### src/include/timer_pkg.sv
/*
 * Shared constants, field positions, reset values and types of the
 * three-channel 16-bit timer block.
 * Assumes a 32-bit classic Wishbone slave port with byte addresses.
 */
// Functional notes
// Each channel has a 16-bit counter stepping on its selected clock edge, readable.
// Wrap from all ones to zero sets the overflow flag in status.
// A trigger zeroes the counter at the next active clock edge only.
// Block mode register routes pins or other channels' line A to external clocks.
// Clock select picks one of five internal or three external clocks.
// Clock invert bit makes the counter use the opposite clock edge.
// Burst setting lets the clock through only while the chosen input is high.
// External clocks hold each level over one period, rate below clock/2.5.
// Enable/disable commands gate the clock; start/stop ignored while disabled.
// Load of B or compare C disables the clock when the matching bit is set.
// Status shows a clock-enabled bit while the counting clock is enabled.
// Every trigger starts the clock; load B or compare C may stop it.
// Waveform bit picks mode; line A drives in waveform, B unless event.
// Writing the software trigger bit triggers that channel.
// Block sync bit triggers all three channels in the same cycle.
// With the compare trigger bit set, counter equal to C triggers.
// External trigger pulses must last longer than one clock period.
// Waveform external event on B or external clocks triggers only when enabled.
// Capture loads A and B on line A edges, each with its own edge field.
// A loads only if unloaded since trigger or B loaded after A.
// B loads only after A loaded since trigger or since B's last load.
// Reloading a capture register before it is read sets the overrun flag.
// Capture trigger source bit picks line A or B; edge field zero disables.
// Internal clocks are clock divided by 2, 8, 32, 128 and the slow clock.
// Capture registers are read-only in capture mode, writable in waveform mode.
// Interrupt output is high while any unmasked status flag is set.
package timer_pkg;
	localparam int         NCH      = 3;
	localparam int         CMR_W    = 20;
	localparam logic [1:0] CH_BLOCK = 2'h3;
	localparam logic [5:0] OFF_CCR  = 6'h00;
	localparam logic [5:0] OFF_CMR  = 6'h04;
	localparam logic [5:0] OFF_CV   = 6'h10;
	localparam logic [5:0] OFF_RA   = 6'h14;
	localparam logic [5:0] OFF_RB   = 6'h18;
	localparam logic [5:0] OFF_RC   = 6'h1c;
	localparam logic [5:0] OFF_SR   = 6'h20;
	localparam logic [5:0] OFF_IER  = 6'h24;
	localparam logic [5:0] OFF_IDR  = 6'h28;
	localparam logic [5:0] OFF_IMR  = 6'h2c;
	localparam logic [5:0] OFF_BCR  = 6'h00;
	localparam logic [5:0] OFF_BMR  = 6'h04;
	localparam int         CM_CS    = 0;
	localparam int         CM_INV   = 3;
	localparam int         CM_BURST = 4;
	localparam int         CM_STOP  = 6;
	localparam int         CM_DIS   = 7;
	localparam int         CM_EEDGE = 8;
	localparam int         CM_ESRC  = 10;
	localparam int         CM_EEVT  = 10;
	localparam int         CM_ENTRG = 12;
	localparam int         CM_CTRG  = 14;
	localparam int         CM_WAVE  = 15;
	localparam int         CM_LDA   = 16;
	localparam int         CM_LDB   = 18;
	localparam int         CC_EN    = 0;
	localparam int         CC_DIS   = 1;
	localparam int         CC_SWT   = 2;
	localparam int         BCR_SYNC = 0;
	localparam int         SR_OVF   = 0;
	localparam int         SR_LOVR  = 1;
	localparam int         SR_CPC   = 4;
	localparam int         SR_LDA   = 5;
	localparam int         SR_LDB   = 6;
	localparam int         SR_ETRG  = 7;
	localparam int         SR_CLKST = 16;
	localparam logic [5:0] BMR_RST  = 6'h00;
	localparam int         PRE_W    = 7;
	localparam int         TAP [4]  = '{0, 2, 4, 6};

	typedef enum logic [1:0] {
		WAIT_A = 2'h1,
		WAIT_B = 2'h2
	} load_seq_t;

	typedef struct packed {
		logic [15:0]      cv;
		logic [15:0]      ra;
		logic [15:0]      rb;
		logic [15:0]      rc;
		logic [CMR_W-1:0] cmr;
		logic [7:0]       sr;
		logic [7:0]       imr;
		logic             en;
		logic             run;
		logic             pend;
		logic             ua;
		logic             ub;
		logic             a_out;
		logic             b_out;
		logic             aoe_n;
		logic             boe_n;
		logic             irq;
		load_seq_t        seq;
	} ch_state_t;

	localparam ch_state_t CH_RST = '{seq: WAIT_A, aoe_n: 1'b1, boe_n: 1'b1, default: '0};
endpackage

### src/include/clk_levels_if.sv
/*
 * Divided clock levels passed from the prescaler to the channels.
 * Assumes one producer and one consumer in the same clock domain.
 */
interface clk_levels_if;
	logic [3:0] lvl;
	modport src (output lvl);
	modport dst (input lvl);
endinterface

### src/logic/edge_detect.sv
/*
 * Rising and falling edge pulses for a vector of synchronous levels.
 * Assumes inputs already belong to the clock domain.
 */
module edge_detect #(
	parameter int W = 1
) (
	input  wire logic         clk_i,
	input  wire logic         rst_i,
	input  wire logic [W-1:0] lvl_i,
	output logic      [W-1:0] rise_o,
	output logic      [W-1:0] fall_o
);
	logic [W-1:0] prev;
	logic [W-1:0] next_prev;

	always_comb begin
		next_prev = lvl_i;
	end

	// Levels shorter than one period can be missed entirely
	always_ff @(posedge clk_i) begin
		if (rst_i)
			prev <= '0;
		else
			prev <= next_prev;
	end

	assign rise_o = lvl_i & ~prev;
	assign fall_o = ~lvl_i & prev;
endmodule

### src/logic/prescaler.sv
/*
 * Free running divider making square-wave levels at clock/2/8/32/128.
 * Assumes the consumer detects edges of these levels itself.
 */
module prescaler (
	input  wire logic clk_i,
	input  wire logic rst_i,
	clk_levels_if.src lv
);
	import timer_pkg::*;

	logic [PRE_W-1:0] cnt;
	logic [PRE_W-1:0] next_cnt;

	always_comb begin
		next_cnt = cnt + PRE_W'(1);
	end

	always_ff @(posedge clk_i) begin
		if (rst_i)
			cnt <= '0;
		else
			cnt <= next_cnt;
	end

	for (genvar i = 0; i < 4; i++) begin : g_tap
		assign lv.lvl[i] = cnt[TAP[i]];
	end
endmodule

### src/logic/timer_block.sv
/*
 * Three-channel 16-bit timer with capture, clock control, triggers and
 * block level clock chaining, behind a classic Wishbone slave.
 * Assumes all pins are synchronous to clk_i; the slow clock arrives as
 * a level input sampled on clk_i.
 */
module timer_block (
	input  wire logic                     clk_i,
	input  wire logic                     rst_i,
	input  wire logic [7:0]               wb_adr_i,
	input  wire logic [31:0]              wb_dat_i,
	input  wire logic [3:0]               wb_sel_i,
	input  wire logic                     wb_we_i,
	input  wire logic                     wb_cyc_i,
	input  wire logic                     wb_stb_i,
	output logic      [31:0]              wb_dat_o,
	output logic                          wb_ack_o,
	input  wire logic                     slow_clock_i,
	input  wire logic [2:0]               ext_clock_pin_i,
	input  wire logic [timer_pkg::NCH-1:0] line_a_i,
	output logic      [timer_pkg::NCH-1:0] line_a_o,
	output logic      [timer_pkg::NCH-1:0] line_a_oe_n_o,
	input  wire logic [timer_pkg::NCH-1:0] line_b_i,
	output logic      [timer_pkg::NCH-1:0] line_b_o,
	output logic      [timer_pkg::NCH-1:0] line_b_oe_n_o,
	output logic      [timer_pkg::NCH-1:0] irq_o
);
	import timer_pkg::*;

	logic             acc;
	logic             wr;
	logic             rd;
	logic             blk;
	logic [5:0]       off;
	logic [31:0]      wm;
	logic [31:0]      wdat;
	logic             sync_trig;
	logic [2:0]       xc;
	logic [NCH-1:0]   a_lvl;
	logic [3*NCH-1:0] lvl;
	logic [3*NCH-1:0] rise;
	logic [3*NCH-1:0] fall;
	ch_state_t        st [NCH];
	ch_state_t        next_st [NCH];
	ch_state_t        cur;
	logic             ack;
	logic             next_ack;
	logic [31:0]      dat;
	logic [31:0]      next_dat;
	logic [5:0]       bmr;
	logic [5:0]       next_bmr;

	clk_levels_if lv ();

	// Field code 1 rising, 2 falling, 3 both, 0 none
	function automatic logic edge_hit(
		input logic [1:0] sel,
		input logic       r,
		input logic       f
	);
		return (sel[0] & r) | (sel[1] & f);
	endfunction

	prescaler u_pre (
		.clk_i (clk_i),
		.rst_i (rst_i),
		.lv    (lv)
	);

	edge_detect #(
		.W (3 * NCH)
	) u_edge (
		.clk_i  (clk_i),
		.rst_i  (rst_i),
		.lvl_i  (lvl),
		.rise_o (rise),
		.fall_o (fall)
	);

	// Bus decode
	assign acc = wb_cyc_i & wb_stb_i & ~ack;
	assign wr = acc & wb_we_i;
	assign rd = acc & ~wb_we_i;
	assign blk = wb_adr_i[7:6] == CH_BLOCK;
	assign off = wb_adr_i[5:0];
	assign wm = {{8{wb_sel_i[3]}}, {8{wb_sel_i[2]}}, {8{wb_sel_i[1]}}, {8{wb_sel_i[0]}}};
	assign wdat = wb_dat_i & wm;
	assign sync_trig = wr & blk & (off == OFF_BCR) & wdat[BCR_SYNC];

	// External clock routing; a channel may chain from its neighbours
	for (genvar j = 0; j < 3; j++) begin : g_xc
		localparam int P = (j + 1) % NCH;
		localparam int Q = (j + 2) % NCH;

		always_comb begin
			case (bmr[2*j+:2])
				2'h0: begin
					xc[j] = ext_clock_pin_i[j];
				end
				2'h2: begin
					xc[j] = a_lvl[P];
				end
				2'h3: begin
					xc[j] = a_lvl[Q];
				end
				default: begin
					xc[j] = 1'b0;
				end
			endcase
		end
	end

	for (genvar k = 0; k < NCH; k++) begin : g_ch
		localparam int E = 3 * k;

		logic [CMR_W-1:0] m;
		logic             wave;
		logic             hit;
		logic             wr_ch;
		logic             rd_ch;
		logic [7:0]       clk_srcs;
		logic [3:0]       burst_srcs;
		logic [3:0]       evt_srcs;
		logic             clk_lvl;
		logic             evt_lvl;
		logic             tick;
		logic [15:0]      inc;
		logic             ovf;
		logic             cpc;
		logic             ccr_wr;
		logic             ext;
		logic             trig;
		logic             la;
		logic             lb;
		logic             stop;
		logic             dis;

		assign m = st[k].cmr;
		assign wave = m[CM_WAVE];
		assign hit = ~blk & (wb_adr_i[7:6] == 2'(k));
		assign wr_ch = wr & hit;
		assign rd_ch = rd & hit;
		assign a_lvl[k] = wave ? st[k].a_out : line_a_i[k];

		assign clk_srcs = {xc, slow_clock_i, lv.lvl};
		assign burst_srcs = {xc, 1'b1};
		assign evt_srcs = {xc, line_b_i[k]};
		assign clk_lvl = (clk_srcs[m[CM_CS+:3]] ^ m[CM_INV])
			& burst_srcs[m[CM_BURST+:2]];
		assign evt_lvl = wave ? evt_srcs[m[CM_EEVT+:2]]
			: (m[CM_ESRC] ? line_a_i[k] : line_b_i[k]);
		assign lvl[E+:3] = {evt_lvl, clk_lvl, a_lvl[k]};

		assign tick = rise[E+1] & st[k].en & st[k].run;
		assign inc = st[k].cv + 16'h0001;
		assign ovf = tick & ~st[k].pend & (st[k].cv == 16'hffff);
		assign cpc = tick & ~st[k].pend & (inc == st[k].rc);
		assign ccr_wr = wr_ch & (off == OFF_CCR);

		assign ext = edge_hit(m[CM_EEDGE+:2], rise[E+2], fall[E+2])
			& (~wave | m[CM_ENTRG]);
		assign trig = ext
			| sync_trig
			| (ccr_wr & wdat[CC_SWT])
			| (cpc & m[CM_CTRG]);

		// Both fields on one edge: A takes it when A is due
		assign la = ~wave & (st[k].seq == WAIT_A)
			& edge_hit(m[CM_LDA+:2], rise[E], fall[E]);
		assign lb = ~wave & (st[k].seq == WAIT_B)
			& edge_hit(m[CM_LDB+:2], rise[E], fall[E]);

		assign stop = (lb | (wave & cpc)) & m[CM_STOP];
		assign dis = ((lb | (wave & cpc)) & m[CM_DIS])
			| (ccr_wr & wdat[CC_DIS]);

		always_comb begin
			next_st[k] = st[k];

			// Counter; a pending trigger lands on the next active edge
			if (tick) begin
				next_st[k].cv = st[k].pend ? 16'h0000 : inc;
				next_st[k].pend = 1'b0;
			end
			if (trig & st[k].en)
				next_st[k].pend = 1'b1;

			// Disable beats enable when both are written together
			if (dis)
				next_st[k].en = 1'b0;
			else if (ccr_wr & wdat[CC_EN])
				next_st[k].en = 1'b1;

			// Stop beats a simultaneous trigger
			if (st[k].en) begin
				if (stop)
					next_st[k].run = 1'b0;
				else if (trig)
					next_st[k].run = 1'b1;
			end

			case (st[k].seq)
				WAIT_A: begin
					if (la)
						next_st[k].seq = WAIT_B;
				end
				WAIT_B: begin
					if (lb)
						next_st[k].seq = WAIT_A;
				end
				default: begin
					next_st[k].seq = WAIT_A;
				end
			endcase
			if (trig)
				next_st[k].seq = WAIT_A;

			if (la)
				next_st[k].ra = st[k].cv;
			else if (wr_ch & wave & (off == OFF_RA))
				next_st[k].ra = (st[k].ra & ~wm[15:0]) | wdat[15:0];
			if (lb)
				next_st[k].rb = st[k].cv;
			else if (wr_ch & wave & (off == OFF_RB))
				next_st[k].rb = (st[k].rb & ~wm[15:0]) | wdat[15:0];
			if (wr_ch & (off == OFF_RC))
				next_st[k].rc = (st[k].rc & ~wm[15:0]) | wdat[15:0];
			if (wr_ch & (off == OFF_CMR))
				next_st[k].cmr = (m & ~wm[CMR_W-1:0]) | wdat[CMR_W-1:0];

			// Unread markers; a load in the read cycle wins
			if (rd_ch & (off == OFF_RA))
				next_st[k].ua = 1'b0;
			if (la)
				next_st[k].ua = 1'b1;
			if (rd_ch & (off == OFF_RB))
				next_st[k].ub = 1'b0;
			if (lb)
				next_st[k].ub = 1'b1;

			// Status clears on read; events in that cycle still land
			if (rd_ch & (off == OFF_SR))
				next_st[k].sr = 8'h00;
			next_st[k].sr[SR_OVF] = next_st[k].sr[SR_OVF] | ovf;
			next_st[k].sr[SR_LOVR] = next_st[k].sr[SR_LOVR]
				| (la & st[k].ua) | (lb & st[k].ub);
			next_st[k].sr[SR_CPC] = next_st[k].sr[SR_CPC] | cpc;
			next_st[k].sr[SR_LDA] = next_st[k].sr[SR_LDA] | la;
			next_st[k].sr[SR_LDB] = next_st[k].sr[SR_LDB] | lb;
			next_st[k].sr[SR_ETRG] = next_st[k].sr[SR_ETRG] | ext;

			if (wr_ch & (off == OFF_IER))
				next_st[k].imr = st[k].imr | wdat[7:0];
			if (wr_ch & (off == OFF_IDR))
				next_st[k].imr = st[k].imr & ~wdat[7:0];
			next_st[k].irq = |(next_st[k].sr & next_st[k].imr);

			// Minimal waveform outputs: toggle on compare C
			if (wave & cpc) begin
				next_st[k].a_out = ~st[k].a_out;
				next_st[k].b_out = ~st[k].b_out;
			end
			next_st[k].aoe_n = ~next_st[k].cmr[CM_WAVE];
			next_st[k].boe_n = ~(next_st[k].cmr[CM_WAVE]
				& (next_st[k].cmr[CM_EEVT+:2] != 2'h0));
		end

		always_ff @(posedge clk_i) begin
			if (rst_i)
				st[k] <= CH_RST;
			else
				st[k] <= next_st[k];
		end

		assign line_a_o[k] = st[k].a_out;
		assign line_a_oe_n_o[k] = st[k].aoe_n;
		assign line_b_o[k] = st[k].b_out;
		assign line_b_oe_n_o[k] = st[k].boe_n;
		assign irq_o[k] = st[k].irq;
	end

	// Register read mux and block registers
	always_comb begin
		case (wb_adr_i[7:6])
			2'h0: begin
				cur = st[0];
			end
			2'h1: begin
				cur = st[1];
			end
			default: begin
				cur = st[2];
			end
		endcase
	end

	always_comb begin
		next_ack = acc;
		next_bmr = bmr;
		next_dat = 32'h0000_0000;
		if (wr & blk & (off == OFF_BMR))
			next_bmr = (bmr & ~wm[5:0]) | wdat[5:0];
		// Unmapped or write-only offsets still ack, reading zero
		if (rd & blk) begin
			if (off == OFF_BMR)
				next_dat = 32'(bmr);
		end else if (rd) begin
			case (off)
				OFF_CMR: begin
					next_dat = 32'(cur.cmr);
				end
				OFF_CV: begin
					next_dat = 32'(cur.cv);
				end
				OFF_RA: begin
					next_dat = 32'(cur.ra);
				end
				OFF_RB: begin
					next_dat = 32'(cur.rb);
				end
				OFF_RC: begin
					next_dat = 32'(cur.rc);
				end
				OFF_SR: begin
					next_dat = 32'(cur.sr) | (32'(cur.en) << SR_CLKST);
				end
				OFF_IMR: begin
					next_dat = 32'(cur.imr);
				end
				default: begin
					next_dat = 32'h0000_0000;
				end
			endcase
		end
	end

	always_ff @(posedge clk_i) begin
		if (rst_i) begin
			ack <= 1'b0;
			dat <= 32'h0000_0000;
			bmr <= BMR_RST;
		end else begin
			ack <= next_ack;
			dat <= next_dat;
			bmr <= next_bmr;
		end
	end

	assign wb_ack_o = ack;
	assign wb_dat_o = dat;
endmodule

### config.mk
export PLATFORM = sky130hd
export DESIGN_NAME = timer_block
export DESIGN_NICKNAME = d
export VERILOG_FILES = /design/src/include/timer_pkg.sv /design/src/include/clk_levels_if.sv /design/src/logic/edge_detect.sv /design/src/logic/prescaler.sv /design/src/logic/timer_block.sv
export SDC_FILE = /design/constraint.sdc
export NUM_CORES = 1
export LEC_CHECK = 0
export BUFFER_PORTS_ARGS = -buffer_cell sky130_fd_sc_hd__buf_2
export CAP_MARGIN = 20
export CORE_UTILIZATION = 55
export CTS_CLUSTER_DIAMETER = 50
export DETAILED_ROUTE_END_ITERATION = 7
export HOLD_SLACK_MARGIN = 0.03
export PLACE_DENSITY = 0.73
export SLEW_MARGIN = 20
export SYNTH_ARGS = -nofsm -noshare
export SYNTH_HDL_FRONTEND = slang
export SYNTH_HIERARCHICAL = 1
export SYNTH_SLANG_ARGS = --single-unit
### constraint.sdc
create_clock -name clk_i -period 6 [get_ports clk_i]
set_input_delay 0 -clock clk_i [delete_from_list [all_inputs] [get_ports clk_i]]
set_output_delay 0 -clock clk_i [all_outputs]
set_load 0.05 [all_outputs]
==> metrics.md <==
| Metric | Value |
|---|---|
| Worst setup margin | 0.7878 ns |
| Share of post-route cells with drive strength above 1 | 9.379% |
| TritonRoute pass-1 iters | 8 |
| Maxcap violations | 0 |
| Syn avg cell area | between 7 and 8 sq um |
| Beginning of the critical path | st[1][43] |
| Placed Cells | ~3000 |
| Effective utilization at floorplan | 56.16% |
| Dpl ws | 0.9264 ns |
| Hold_sp | line_b_i[0] |
| H-tree depth | 2 |
| Most frequent cells in the layout | 383 x nor2_1, 379 x dfxtp_1, 280 x nand2_1, 233 x a21oi_1, 176 x mux2i_1 |
| Mapped Cells | between 2000 and 3000 |
| Status | complete, no violations |
| Clock tree buffer depth | 3 |
| Wire length of the first global-routing pass | about 120 mm |
| Detailed-route via count | around 21000 |
| Setup crit end kind | flip-flop |
| Cell area after synthesis | around 0.021 sq mm |
| Worst path arrival time | 5.65 ns |
| Placer Congestion | between 0.9 and 1 |
| Root Buffer | clkbuf_16 |
| RSZ-0062 raised after global routing | no |
| Die height | 195.8 um |
| Slew Viols, Final | 0 |
| Final Util | approximately 62% |
| Rows | 70 |
| Pin count of the biggest net entering global routing | between 200 and 250 |
| Vias in the first global route | 19078 |
| Dpl hpwl | around 55 mm |
| Clock slew at reported path FFs | about 0.06 ns |
| Setup total negative slack | 0 ns |
| Port Buffers | a little over 80 |
| Worst min-delay path category | primary input to flip-flop |
| Overall Global Routing Usage | 41.18% |
| Hold Slack | 0.06348 ns |
| Critical path startpoint category | flip-flop |
| Area of the core | 0.03679 sq mm |
| Clock Skews | approximately 0.019 ns |
| Worst R2R Start | st[1][43] |
| Fin crit share | between 80% and 90% |
| Drt via density | 6.720 |
| Final Hold Vio Count | 0 |
| Critical Path RT | 6.44 ns |
| Drt total wl | approximately 80 mm |
| Post-layout net count | ~2700 |
| Antenna violations before repair | 2 |
| Clock Latency Late Sink | roughly 0.6 ns |
| Relative slew slack | 20.62% |
| WL/cell | 25.71 um |
| Residual DRC | 0 |
| Most common cell after layout, fill and taps aside | nor2_1 |
| CP Class | flip-flop to flip-flop |
| # setup viols final | 0 |
| Clk sinks | ~380 |
| Leakage | about 8 nW |
| Crit-path max FO | 14 |
| Final std cells w/o fill | 3123 |
| Synth warn | 6 |
| IO Count | 107 |
| First DRT Iteration DRCs | 2983 |
| Peak supply drop | 0.2172 mV |
| Final worst path period need | 5.212 ns |
| Die width | 195.8 um |
| Antenna-violating nets left | 0 |
| Antenna Diode Count | 0 |
| Achievable frequency | ~190 MHz |
| Pwr per Cell Area | ~250 mW/mm^2 |
| Die Area | approximately 0.038 sq mm |
| CTS tree | built |
| Total CTS buffers | 48 |
| Gr ovfl total | 0 |
| Worst-Margin Slew | between 1 and 1.5 ns |
| Area grow syn2layout | 11.05% |
-- report_power, final --
part           switching (mW)  leakage (nW)  internal, mW  total [mW]
clock                    1.21         0.760          1.68        2.89
combinational           0.240          4.22        0.0852       0.325
sequential            0.00391          3.05          2.52        2.53
-- path summary, 6_finish.rpt --
check | end | slack [ns] | depth (start not counted)
min | u_edge/prev[2] | 0.06 | 4
min reg2reg | flip-flop | 0.45 | 2
max reg2reg | st[0][10] | 0.79 | 16
max | st[0][10] | 0.79 | 16
-- worst max-delay path: stages (launching register included) --
cell and delay, ns:
dfxtp_1 0.61, mux2_2 0.47, mux2i_1 0.16, o21ai_1 0.26, mux4_2 0.53, mux2i_1 0.17
xor2_1 0.09, a211oi_1 0.21, nor2b_1 0.28, nand4b_1 0.13, buf_4 0.21, or3_1 0.42
a211oi_1 0.21, nand4_1 0.12, or4_1 0.70, o21ai_0 0.33, a311oi_1 0.14
-- timing repair --
item | 4_1_cts | 5_1_grt
buffers inserted | 0 | 0
hold endpoints to repair | 193 | 0
gates resized for setup | 0 | 0
hold buffers | 43 | 0
-- metal layers --
metal | share of wire, % | GRT usage [%] | up-vias
met5 | 0.034 | 0 | -
met4 | 7.7 | 27.60 | 4
met3 | 13 | 9.249 | 326
met2 | 41 | 58.78 | 1474
met1 | 39 | 55.44 | 9850
li1 | - | - | 9332
-- cell type report --
class	instances	area, sq um
fill	3228	13840
clock buffer	65	1396
inverter	32	120.1
multi-input combinational	1997	11930
timing repair buffer	162	1156
clock inverter	20	168.9
sequential	379	7587
tap	468	585.6
-- per-stage QoR --
step | power (mW) | area (sq um)
2_1_floorplan | 2.780 | 20700
3_3_place_gp | 2.871 | 20940
3_5_place_dp | 2.874 | 20940
4_1_cts | 5.731 | 22940
5_1_grt | 5.858 | 22940
6_report | 5.741 | 22940
Note: power is estimated with default switching activity, not from simulation.
